### config.mk
export PLATFORM = sky130hd
export DESIGN_NAME = psc_controller
export DESIGN_NICKNAME = d
export VERILOG_FILES = /design/src/psc_pkg.sv /design/src/psc_channel.sv /design/src/psc_controller.sv
export VERILOG_INCLUDE_DIRS = /design/src /design/src/src
export SDC_FILE = /design/constraint.sdc
export NUM_CORES = 1
export LEC_CHECK = 0
export ABC_AREA = 0
export BUFFER_PORTS_ARGS = -buffer_cell sky130_fd_sc_hd__buf_2
export CORE_MARGIN = 1
export CORE_UTILIZATION = 25
export DETAILED_ROUTE_END_ITERATION = 8
export PLACE_DENSITY = 0.47
export SLEW_MARGIN = 40
export SYNTH_ARGS = -nofsm -noshare
export SYNTH_HDL_FRONTEND = slang
export SYNTH_SLANG_ARGS = --single-unit
### constraint.sdc
create_clock -name sys_clk_i -period 2.65 [get_ports sys_clk_i]
set_input_delay 0.265 -clock sys_clk_i [delete_from_list [all_inputs] [get_ports sys_clk_i]]
set_output_delay 0.265 -clock sys_clk_i [all_outputs]
set_load 0.01 [all_outputs]
### src/psc_defines.svh
`ifndef PSC_DEFINES_SVH
`define PSC_DEFINES_SVH

// Init plus self-test time after a wake from sleep, in ns
`define PSC_INIT_TIME_NS 400
`define PSC_CLK_PERIOD_NS 4
`define PSC_INIT_CYCLES ((`PSC_INIT_TIME_NS + `PSC_CLK_PERIOD_NS - 1) / `PSC_CLK_PERIOD_NS)
// Self-test time on the way from low power back to active, in ns
`define PSC_ABIST_TIME_NS 200
`define PSC_ABIST_CYCLES ((`PSC_ABIST_TIME_NS + `PSC_CLK_PERIOD_NS - 1) / `PSC_CLK_PERIOD_NS)
// Fields of the global fault-type status word
`define PSC_FLT_POR_BIT 0
`define PSC_FLT_VBB_UV_BIT 1
`define PSC_FLT_FALLBACK_BIT 2
`define PSC_FLT_LOW_POWER_BIT 3
`define PSC_FLT_OVERCURRENT_BIT 4
`define PSC_FLT_WIDTH 5
// Reset values
`define PSC_FLT_RESET 5'h01
`define PSC_WAKE_THR_RESET 2'h0
`define PSC_PAIRING_RESET 1'b0
`define PSC_SWITCH_RESET 2'h0

`endif

### src/psc_pkg.sv
package psc_pkg;

    // Gray codes along sleep -> init -> active -> entering -> low power -> exit
    typedef enum logic [2:0] {
        PSC_SLEEP = 3'h0,
        PSC_INIT = 3'h1,
        PSC_ACTIVE = 3'h3,
        PSC_LP_ENTRY = 3'h2,
        PSC_LOW_POWER = 3'h6,
        PSC_LP_EXIT = 3'h7,
        PSC_VBB_UV = 3'h5,
        PSC_FALLBACK = 3'h4
    } psc_state_t;

endpackage

### src/psc_channel.sv
`timescale 1ns/1ns
// One output channel: holds on/off, freezes it while low power is held
module psc_channel
(
    input wire logic sys_clk_i,
    input wire logic rst_i,
    input wire logic kill_i,
    input wire logic freeze_i,
    input wire logic fallback_i,
    input wire logic fallback_level_i,
    input wire logic switch_bit_i,
    input wire logic short_i,
    output logic on_o
);

    always_ff @(posedge sys_clk_i)
    begin
        if (rst_i || kill_i)
            on_o <= 1'b0;
        else if (short_i && on_o)
            on_o <= 1'b0;
        else if (fallback_i)
            on_o <= fallback_level_i;
        else if (!freeze_i)
            on_o <= switch_bit_i;
    end

endmodule

### src/psc_controller.sv
`timescale 1ns/1ns
`include "psc_defines.svh"
// Function
// - Pairing setting writable only while outputs are off.
// - Configuration registers hold their contents through low power.
// - Chip select low wakes from sleep; init and checks precede configure.
// - Fallback entry follows watchdog failure or fallback request input.
// - Battery undervoltage turns channels off and sets its fault bit.
// - Battery lost, logic valid: core runs, registers kept, channels off, SPI served.
// - Both supplies low: channels off, registers reset, SPI refused.
// - Logic supply low, battery valid: fallback, registers kept, SPI refused.
// - Both supplies valid: channels follow register writes, SPI served.
// - Reset flag is set after digital reset; host rewrites configuration.
// - Host writes switch state first, then low-power write enters low power.
// - No channel changes on or off entering or during low power, except turn-off by a short or battery loss.
// - Low-power entry completes only once enabled channels are fully on.
// - Channel off in low power turns on only after return to active.
// - A write of 0 to the low-power bit or an automatic wake leaves low power.
// - Reading the low-power status bit in active state releases the wake output.
// - Load current above the programmed threshold wakes to active.
// - Automatic wake pulls the active-low wake output low.
// - Overcurrent fault recorded after wake only if confirmed in active.
// - After automatic wake low-power bit stays 1; rewrite 0 then 1.
// - Logic supply loss in low power goes to sleep, losing configuration.
// - Short-circuit protection stays active for channels on in low power.
// - Leave fallback only after request low and host writes 1 to status.
module psc_controller
#(
    parameter int CHANNELS = 2
)
(
    input wire logic sys_clk_i,
    input wire logic rst_i,
    input wire logic select_input_low_i,
    input wire logic battery_supply_ok_i,
    input wire logic logic_supply_ok_i,
    input wire logic fallback_request_input_i,
    input wire logic watchdog_fail_i,
    input wire logic wr_en_i,
    input wire logic wr_switch_i,
    input wire logic [CHANNELS-1:0] wr_switch_data_i,
    input wire logic wr_pairing_i,
    input wire logic wr_pairing_data_i,
    input wire logic wr_low_power_i,
    input wire logic wr_low_power_data_i,
    input wire logic [1:0] wr_wake_thr_i,
    input wire logic wr_fallback_stat_i,
    input wire logic rd_status_i,
    input wire logic [CHANNELS-1:0] fallback_level_i,
    input wire logic [CHANNELS-1:0] fully_on_i,
    input wire logic [CHANNELS-1:0] load_above_thr_i,
    input wire logic [CHANNELS-1:0] short_i,
    input wire logic [CHANNELS-1:0] overcurrent_i,
    output psc_pkg::psc_state_t state_o,
    output logic [CHANNELS-1:0] channel_on_o,
    output logic spi_ready_o,
    output logic pairing_o,
    output logic low_power_bit_o,
    output logic [1:0] wake_thr_o,
    output logic [CHANNELS-1:0] switch_state_o,
    output logic [`PSC_FLT_WIDTH-1:0] global_fault_type_o,
    output logic fault_wake_output_n_o
);

    localparam int INIT_CYC = `PSC_INIT_CYCLES;
    localparam int ABIST_CYC = `PSC_ABIST_CYCLES;

    psc_pkg::psc_state_t state;
    psc_pkg::psc_state_t next_state;
    logic [7:0] timer;
    logic core_reset;
    logic spi_ok;
    logic wr_ok;
    logic auto_wake;
    logic lp_exit_cmd;
    logic lp_enter_cmd;
    logic lp_armed;
    logic kill;
    logic freeze;
    logic fallback;
    logic [CHANNELS-1:0] on;

    // Digital core is lost when both supplies are down or logic supply drops in low power
    assign core_reset = rst_i || (!battery_supply_ok_i && !logic_supply_ok_i)
        || (state == psc_pkg::PSC_LOW_POWER && !logic_supply_ok_i);
    assign spi_ok = logic_supply_ok_i && state != psc_pkg::PSC_SLEEP
        && state != psc_pkg::PSC_INIT && state != psc_pkg::PSC_FALLBACK;
    assign wr_ok = spi_ok && wr_en_i;
    assign lp_exit_cmd = wr_ok && wr_low_power_i && !wr_low_power_data_i;
    assign lp_enter_cmd = wr_ok && wr_low_power_i && wr_low_power_data_i && lp_armed;
    assign auto_wake = |(load_above_thr_i & on);

    always_comb
    begin
        next_state = state;
        case (state)
            psc_pkg::PSC_SLEEP:
                if (!select_input_low_i && logic_supply_ok_i)
                    next_state = psc_pkg::PSC_INIT;
            psc_pkg::PSC_INIT:
                if (timer == 8'(INIT_CYC - 1))
                    next_state = psc_pkg::PSC_ACTIVE;
            psc_pkg::PSC_ACTIVE:
                if (!logic_supply_ok_i || fallback_request_input_i || watchdog_fail_i)
                    next_state = psc_pkg::PSC_FALLBACK;
                else if (!battery_supply_ok_i)
                    next_state = psc_pkg::PSC_VBB_UV;
                else if (lp_enter_cmd)
                    next_state = psc_pkg::PSC_LP_ENTRY;
            psc_pkg::PSC_LP_ENTRY:
                if (lp_exit_cmd)
                    next_state = psc_pkg::PSC_ACTIVE;
                else if ((on & ~fully_on_i) == '0)
                    next_state = psc_pkg::PSC_LOW_POWER;
            psc_pkg::PSC_LOW_POWER:
                if (lp_exit_cmd || auto_wake)
                    next_state = psc_pkg::PSC_LP_EXIT;
            psc_pkg::PSC_LP_EXIT:
                if (timer == 8'(ABIST_CYC - 1))
                    next_state = psc_pkg::PSC_ACTIVE;
            psc_pkg::PSC_VBB_UV:
                if (battery_supply_ok_i)
                    next_state = psc_pkg::PSC_ACTIVE;
            psc_pkg::PSC_FALLBACK:
                if (logic_supply_ok_i && !fallback_request_input_i && !watchdog_fail_i
                    && wr_en_i && wr_fallback_stat_i)
                    next_state = psc_pkg::PSC_ACTIVE;
            default:
                next_state = psc_pkg::PSC_SLEEP;
        endcase
    end

    always_ff @(posedge sys_clk_i)
    begin
        if (core_reset)
            state <= psc_pkg::PSC_SLEEP;
        else
            state <= next_state;
    end

    always_ff @(posedge sys_clk_i)
    begin
        if (core_reset || next_state != state)
            timer <= 8'h00;
        else if (state == psc_pkg::PSC_INIT || state == psc_pkg::PSC_LP_EXIT)
            timer <= timer + 8'h01;
    end

    // Configuration: kept through low power, undervoltage and fallback
    always_ff @(posedge sys_clk_i)
    begin
        if (core_reset)
        begin
            pairing_o <= `PSC_PAIRING_RESET;
            switch_state_o <= `PSC_SWITCH_RESET;
            wake_thr_o <= `PSC_WAKE_THR_RESET;
        end
        else if (wr_ok && state == psc_pkg::PSC_ACTIVE)
        begin
            if (wr_pairing_i && on == '0)
                pairing_o <= wr_pairing_data_i;
            if (wr_switch_i)
                switch_state_o <= wr_switch_data_i;
            if (wr_low_power_i)
                wake_thr_o <= wr_wake_thr_i;
        end
    end

    // Low-power bit stays 1 after an automatic wake until written 0
    always_ff @(posedge sys_clk_i)
    begin
        if (core_reset)
        begin
            low_power_bit_o <= 1'b0;
            lp_armed <= 1'b1;
        end
        else if (wr_ok && wr_low_power_i)
        begin
            low_power_bit_o <= wr_low_power_data_i;
            lp_armed <= !wr_low_power_data_i || (state != psc_pkg::PSC_ACTIVE);
        end
        else if (lp_enter_cmd)
            lp_armed <= 1'b0;
    end

    always_ff @(posedge sys_clk_i)
    begin
        if (core_reset)
            global_fault_type_o <= `PSC_FLT_RESET;
        else
        begin
            if (rd_status_i && spi_ok)
            begin
                global_fault_type_o[`PSC_FLT_POR_BIT] <= 1'b0;
                global_fault_type_o[`PSC_FLT_LOW_POWER_BIT] <= 1'b0;
                global_fault_type_o[`PSC_FLT_OVERCURRENT_BIT] <= 1'b0;
            end
            global_fault_type_o[`PSC_FLT_VBB_UV_BIT] <= !battery_supply_ok_i;
            global_fault_type_o[`PSC_FLT_FALLBACK_BIT] <= (next_state == psc_pkg::PSC_FALLBACK);
            if (state == psc_pkg::PSC_LOW_POWER && auto_wake)
                global_fault_type_o[`PSC_FLT_LOW_POWER_BIT] <= 1'b1;
            if (state == psc_pkg::PSC_ACTIVE && |(overcurrent_i & on))
                global_fault_type_o[`PSC_FLT_OVERCURRENT_BIT] <= 1'b1;
        end
    end

    always_ff @(posedge sys_clk_i)
    begin
        if (core_reset)
            fault_wake_output_n_o <= 1'b1;
        else if (state == psc_pkg::PSC_LOW_POWER && auto_wake)
            fault_wake_output_n_o <= 1'b0;
        else if (rd_status_i && spi_ok && state == psc_pkg::PSC_ACTIVE)
            fault_wake_output_n_o <= 1'b1;
    end

    assign kill = state == psc_pkg::PSC_SLEEP || state == psc_pkg::PSC_INIT
        || state == psc_pkg::PSC_VBB_UV || !battery_supply_ok_i;
    assign freeze = state == psc_pkg::PSC_LP_ENTRY || state == psc_pkg::PSC_LOW_POWER
        || state == psc_pkg::PSC_LP_EXIT;
    assign fallback = state == psc_pkg::PSC_FALLBACK;

    for (genvar i = 0; i < CHANNELS; i++)
    begin : g_ch
        psc_channel u_ch
        (
            .sys_clk_i(sys_clk_i),
            .rst_i(core_reset),
            .kill_i(kill),
            .freeze_i(freeze),
            .fallback_i(fallback),
            .fallback_level_i(fallback_level_i[i]),
            .switch_bit_i(switch_state_o[i]),
            .short_i(short_i[i] && freeze),
            .on_o(on[i])
        );
    end

    always_ff @(posedge sys_clk_i)
    begin
        if (rst_i)
        begin
            state_o <= psc_pkg::PSC_SLEEP;
            channel_on_o <= '0;
            spi_ready_o <= 1'b0;
        end
        else
        begin
            state_o <= state;
            channel_on_o <= on;
            spi_ready_o <= spi_ok;
        end
    end

endmodule

==> results of run 1 <==
==> worst max-delay path, cell delays in order, from the launching register on <==
cell	delay (ns)
dfxtp_1	0.49
nor4bb_1	0.10
or3_1	0.37
or4_1	0.53
a311o_1	0.51
nor3_2	0.23
==> through the flow <==
stage / std cells / instance area, um^2 / hold slack [ns]
after floorplan: 186 / 1610 / 0.332
after global placement: 305 / 1940 / 0.431
after detailed placement: 305 / 1940 / 0.451
after CTS: 313 / 2050 / 0.214
after global routing: 313 / 2050 / 0.228
final: 313 / 2050 / 0.216
==> registers in the layout (all words and copies together) (netlist names), 2 cells and up <==
signal and count:
channel_on_o 2, global_fault_type_o 5, state_o 3, state 3
wake_thr_o 2, switch_state_o 2, timer 8, g_ch.u_ch.on_o 2
==> final cells by class <==
cell class              count  area (um^2)  area share
multi-input cells         138          891       0.435
flip-flops and latches     32          641       0.313
repair buffers             55          298       0.145
well taps                  75         93.8      0.0458
clock buffers               6         72.6      0.0354
clock inverters             2         35.0      0.0171
inverters                   5         18.8     0.00916
==> metal layers <==
metal  wire length, um  vias to the layer above
met1              2020                      687
met3               218                        2
li1                  -                      755
met4                43                        0
met5                 0                        -
met2              1770                       38
==> layout by cell type, fill, tap and decap left out, types with 3 or more instances in the layout <==
cell and count:
a21oi_1 9, and3_1 9, buf_2 46, buf_4 9, clkbuf_8 5, dfxtp_1 32, inv_1 5, mux2i_1 4
nand2_1 14, nand2b_1 3, nand3_1 6, nor2_1 22, nor2b_1 8, nor3_2 8, o21ai_0 3, xnor2_1 6
==> power by group through the flow <==
stage / registers (uW) / logic (uW) / clock network (uW)
after floorplan: 503 / 63.0 / 0
after global placement: 504 / 112 / 0
after detailed placement: 503 / 112 / 0
after CTS: 492 / 112 / 478
after global routing: 493 / 123 / 502
final: 492 / 111 / 465
==> cell families after synthesis <==
family                     after synthesis  synth area share
xor gates and xnor gates                 8            0.0435
adders and majority gates                2            0.0155
AOI/OAI and AO/OA                       29             0.120
buffers and inverters                   16            0.0497
and+or+nand+nor                         95             0.349
DFF                                     32             0.398
muxes                                    4            0.0248
==> worst paths after layout <==
path,endpoint,from,slack [ns],cells past startpoint
min reg2reg,global_fault_type_o[0],global_fault_type_o[0],0.48,1
max reg2reg,timer[3],state[0],0.35,5
min,wake_thr_o[0],wr_wake_thr_i[0],0.22,3
max,timer[3],state[0],0.35,5
==> run metrics, run 1 <==
Hold Buf Count CTS 0; Req. time, crit path 2.86 ns; VDD IR-drop max 0.360 mV; Mean Syn Cell Area 8.66 um^2; Top FF cell, synth dfxtp_1; WS Path Type flip-flop to flip-flop; CTS root buffer clkbuf_8; initial antenna violation count 0; Leakage 0.000848 uW; fmax 435 MHz; max cap viols 0; Yosys top cell by area dfxtp_1; slew at the pin closest to its max-slew limit 0.569 ns; postcts setup bufs 0; instance count of the mapped netlist 186; Max-slew headroom 0.617; Die Area 6770 um^2; Reg power frac 0.461; Power Dens Cells 521 nW/um^2; TritonRoute pass-1 iters 4; post-route setup slack 0.350 ns; Synth Cell Area 1610 um^2; 1st-iter DRT viols 65; Sw Share 0.240; grt ovf 0; flops & latches, synth 32; Yosys top cell area share 0.398; Final Power 1070 uW; Ports 47; status finished, final reports clean; Max clock buf depth 2; count leader, synth dfxtp_1; # DRC 0; core area 6060 um^2; Setup TNS 0 ns; Resized cells post-CTS 0; Worst setup EP type flip-flop; clock slew at reported path FFs 0.07 ns; num rows 28; drt total wl 4050 um; internal power 812 uW; synth unique cells 50; Max Transition Viols Final 0; clock power share 0.435; YS warnings 0; TritonCTS clock tree built; area added between synthesis and finish 27.2%; GR met3 Demand/Resource 0.0363; Worst Skew 0.00531 ns; crit path DAT 2.51 ns; met1 usage in global routing 0.184; Max H-tree Level 2; Gate power share 0.104; Post-synth ARST share 0; Synth area leaders dfxtp_1 (40%), nor2_1 (5.1%), nor3_2 (5.0%); Tmin final 2.30 ns; share of cells above drive strength 1 0.294; post-layout util 0.338; largest net degree at the start of global routing 18; maximum fanout along the worst path 10; NumNets Final 268; clock sinks 32; drt wl/cell 12.9 um; routed via count 1482; Tot GR Track Use 0.134; final setup fails 0; DR vias/cell 4.73; unrepaired setup endpoints after global routing no; Hold Crit Class input pin to flip-flop; Critical Path Start Type flip-flop; Starting Density 0.266; commonest cells in the synthesized netlist dfxtp_1 (32), nor2_1 (22), nand2_1 (14); Final Hold Fails 0; Num CTS Buffers 5; Final ANT Viol Nets 0; Setup WS pre-CTS 0.357 ns; fillcell total 652; syn_nets 217; Clk Latency, worst-skew pair 0.28 ns; Antenna Diode Count 0; register area share after synthesis 0.398; first-pass GRT wire length 6830 um; Die X 82.3 um; sw power 256 uW; Final HPWL DP 3000 um; period utilization 0.868; vias in the first global route 1412; Post-synth EDFFs 0; # port buffers 46; global placer's final weighted congestion 0.872; gr busiest metal met2; met2 usage 0.198; die height 82.3 um
No activity file was read; power rests on OpenSTA's default activity.
==> run 2, diff against run 1 <==
--- a/config.mk
+++ b/config.mk
@@ -9,4 +9,5 @@
 export ABC_AREA = 0
 export BUFFER_PORTS_ARGS = -buffer_cell sky130_fd_sc_hd__buf_2
+export CORE_ASPECT_RATIO = 1.5
 export CORE_MARGIN = 1
 export CORE_UTILIZATION = 25
==> constraint.sdc (replaced) <==
create_clock -name sys_clk_i -period 2.65 [get_ports sys_clk_i]
set_input_delay 0 -clock sys_clk_i [delete_from_list [all_inputs] [get_ports sys_clk_i]]
set_output_delay 0 -clock sys_clk_i [all_outputs]
set_load 0.02 [all_outputs]
==> run 2 against run 1 <==
Against the previous run: register-to-register slack got worse by 0.02 ns; worst hold slack got worse by 0.19 ns; flip-flop and latch count did not move; maximum frequency fell by 0.77%; highest routed layer unchanged; cell count rose by 2.2%; critical endpoint is now timer[4]; largest cell class unchanged.
==> run metrics, run 2 (synthesis gave the netlist of run 1 again) <==
Worst R2R Start timer[2]; drt total wl 4290 um (+5.8%); Power Dens Cells 475 nW/um^2 (-9.0%); Buf/Inv on CP 0 (unchanged); slew at the pin closest to its max-slew limit 0.528 ns (-0.0406 ns); most common cell after layout, fill and taps aside buf_2; Ports 47 (unchanged); 1st-iter DRT viols 25 (-62%); period utilization 0.875 (+0.00675); Max-slew headroom 0.648 (+0.0305); final setup fails 0 (unchanged); critical path launch point timer[2]; final instance area 2120 um^2 (+3.4%); status finished, final reports clean; Antenna Diode Count 0 (unchanged); Num CTS Buffers 5 (unchanged); family with the most delay on the worst path simple AND/OR/NAND/NOR gates; Worst Skew 0.00549 ns (+0.000179 ns); crit path to timer[4]; initial antenna violation count 0 (unchanged); clock sinks 32 (unchanged); Final HPWL DP 3230 um (+7.7%); Hold Crit Class input pin to flip-flop; Area after DPL 1930 um^2 (-0.64%); Crit path depth 5 (unchanged); first-pass GRT wire length 6980 um (+2.2%); Critical Path Start Type flip-flop; fillcell total 677 (+3.8%); WS Path Type flip-flop to flip-flop; Final Hold Fails 0 (unchanged); fmax 431 MHz (-0.77%); unrepaired setup endpoints after global routing no; largest net degree at the start of global routing 18 (unchanged); die height 100 um (+22%); DR vias/cell 4.80 (+1.3%); critical path, cell by cell or4b_1, or4_1, a31oi_1, a311o_1, nor3_2; Largest register FFs 8 (unchanged); core area 6170 um^2 (+1.9%); CTS root buffer clkbuf_8; Leakage 0.000866 uW (+2.1%); post-route setup slack 0.332 ns (-0.0179 ns); crit path max-delay cell type or4b_1; Die Area 6780 um^2 (about the same); Max clock buf depth 2 (unchanged); Worst setup EP type flip-flop; Starting Density 0.261 (-0.00490); global placer's final weighted congestion 0.771 (-12%); Req. time, crit path 2.81 ns (-0.05 ns); crit-path max cell delay 0.58 ns (+0.05 ns); area added between synthesis and finish 31.5%; Setup TNS 0 ns (unchanged); Final ANT Viol Nets 0 (unchanged); num rows 35 (+25%); grt ovf 0 (unchanged); Biggest register timer; Critical R2R Capture timer[4]; Tmin final 2.32 ns (+0.0179 ns); drt wl/cell 13.4 um (+3.5%); VDD IR-drop max 0.189 mV (-47%); max cap viols 0 (unchanged); TritonRoute pass-1 iters 4 (unchanged); Max Transition Viols Final 0 (unchanged); Die X 67.6 um (-18%); TritonCTS clock tree built; routed via count 1535 (+3.6%); # DRC 0 (unchanged); maximum fanout along the worst path 8 (-2); FF+latch area 641 um^2 (unchanged); FF-to-FF setup slack 0.33 ns (-0.02 ns); share of cells above drive strength 1 0.276 (-0.0177); Clk Latency, worst-skew pair 0.28 ns (about the same); worst-case reg-to-reg path depth 5 (unchanged); clock slew at reported path FFs 0.07 ns (about the same); commonest non-fill, non-tap cells in the layout buf_2 (46), dfxtp_1 (32), nor2_1 (22), nand2_1 (14), dlygate4sd3_1 (10); vias in the first global route 1511 (+7.0%); crit path DAT 2.48 ns (-0.03 ns); Setup WS pre-CTS 0.339 ns (-0.0186 ns); postcts setup bufs 0 (unchanged); top flop regs timer: 8 flops, global_fault_type_o: 5 flops; NumNets Final 276 (+3.0%); area of the multi-input gates 895 um^2 (+0.42%); Tot GR Track Use 0.139 (+0.00445); Max H-tree Level 2 (unchanged); # port buffers 46 (unchanged)
run 2: cell count changes in the layout (fill, tap and decap cells not counted), sizes merged:
cell / previous run / this run
dlygate4sd3: 0 / 10
buf: 55 / 53
bufinv: 1 / 0
clkbuf: 6 / 8
clkinv: 1 / 0
run 2: how the worst min path moves through the flow:
| stage | startpoint | endpoint | depth (start not counted) |
|---|---|---|---|
| finish | fallback_level_i[0] | g_ch[0].u_ch.on_o | 3 |
| global route | fallback_level_i[0] | g_ch[0].u_ch.on_o | 3 |
| CTS | wr_switch_i | switch_state_o[1] | 4 |
| detailed placement | wr_pairing_data_i | pairing_o | 3 |
| global placement | wr_pairing_data_i | pairing_o | 3 |
| floorplan | rst_i | state_o[2] | 1 |
run 2: worst reg2reg max path, delay by kind of cell, from the launching register on:
kind | cells | cell delay [ns]
simple gates | 3 | 1.23
compound gates | 2 | 0.62
flops | 1 | 0.34
run 2: layer usage:
layer  global-route usage  routed length [um]
met5                    0                   0
met4               0.0720                 104
met3               0.0284                 142
met2                0.254                2330
met1                0.141                1710
run 2: stage by stage:
stage | instances | power, uW | hold WS, ns | utilization
2_1_floorplan | 186 | 568 | 0.0667 | -
3_3_place_gp | 302 | 617 | 0.242 | 0.312
3_5_place_dp | 302 | 618 | 0.248 | 0.312
4_1_cts | 320 | 1020 | 0.0282 | 0.343
5_1_grt | 320 | 1050 | 0.0343 | 0.343
6_report | 320 | 1010 | 0.0266 | 0.343
run 2: layout make-up:
class / count / area share
Clock buffer: 8 / 0.0425
Tap cell: 74 / 0.0437
Multi-Input combinational cell: 138 / 0.422
Inverter: 5 / 0.00885
Timing Repair Buffer: 63 / 0.181
Sequential cell: 32 / 0.302
run 2: report_power, final:
group / internal (uW) / switching, uW / total (uW) / leakage, uW
combinational: 53.3 / 68.2 / 121 / 0.000562
clock: 212 / 179 / 390 / 0.0000455
sequential: 487 / 7.00 / 494 / 0.000258
total: 752 / 254 / 1010 / 0.000866
run 2: timing repair:
item | 4_1_cts | 5_1_grt
hold buffers | 10 | 0
gates resized for setup | 0 | 0
hold endpoints to repair | 13 | 0
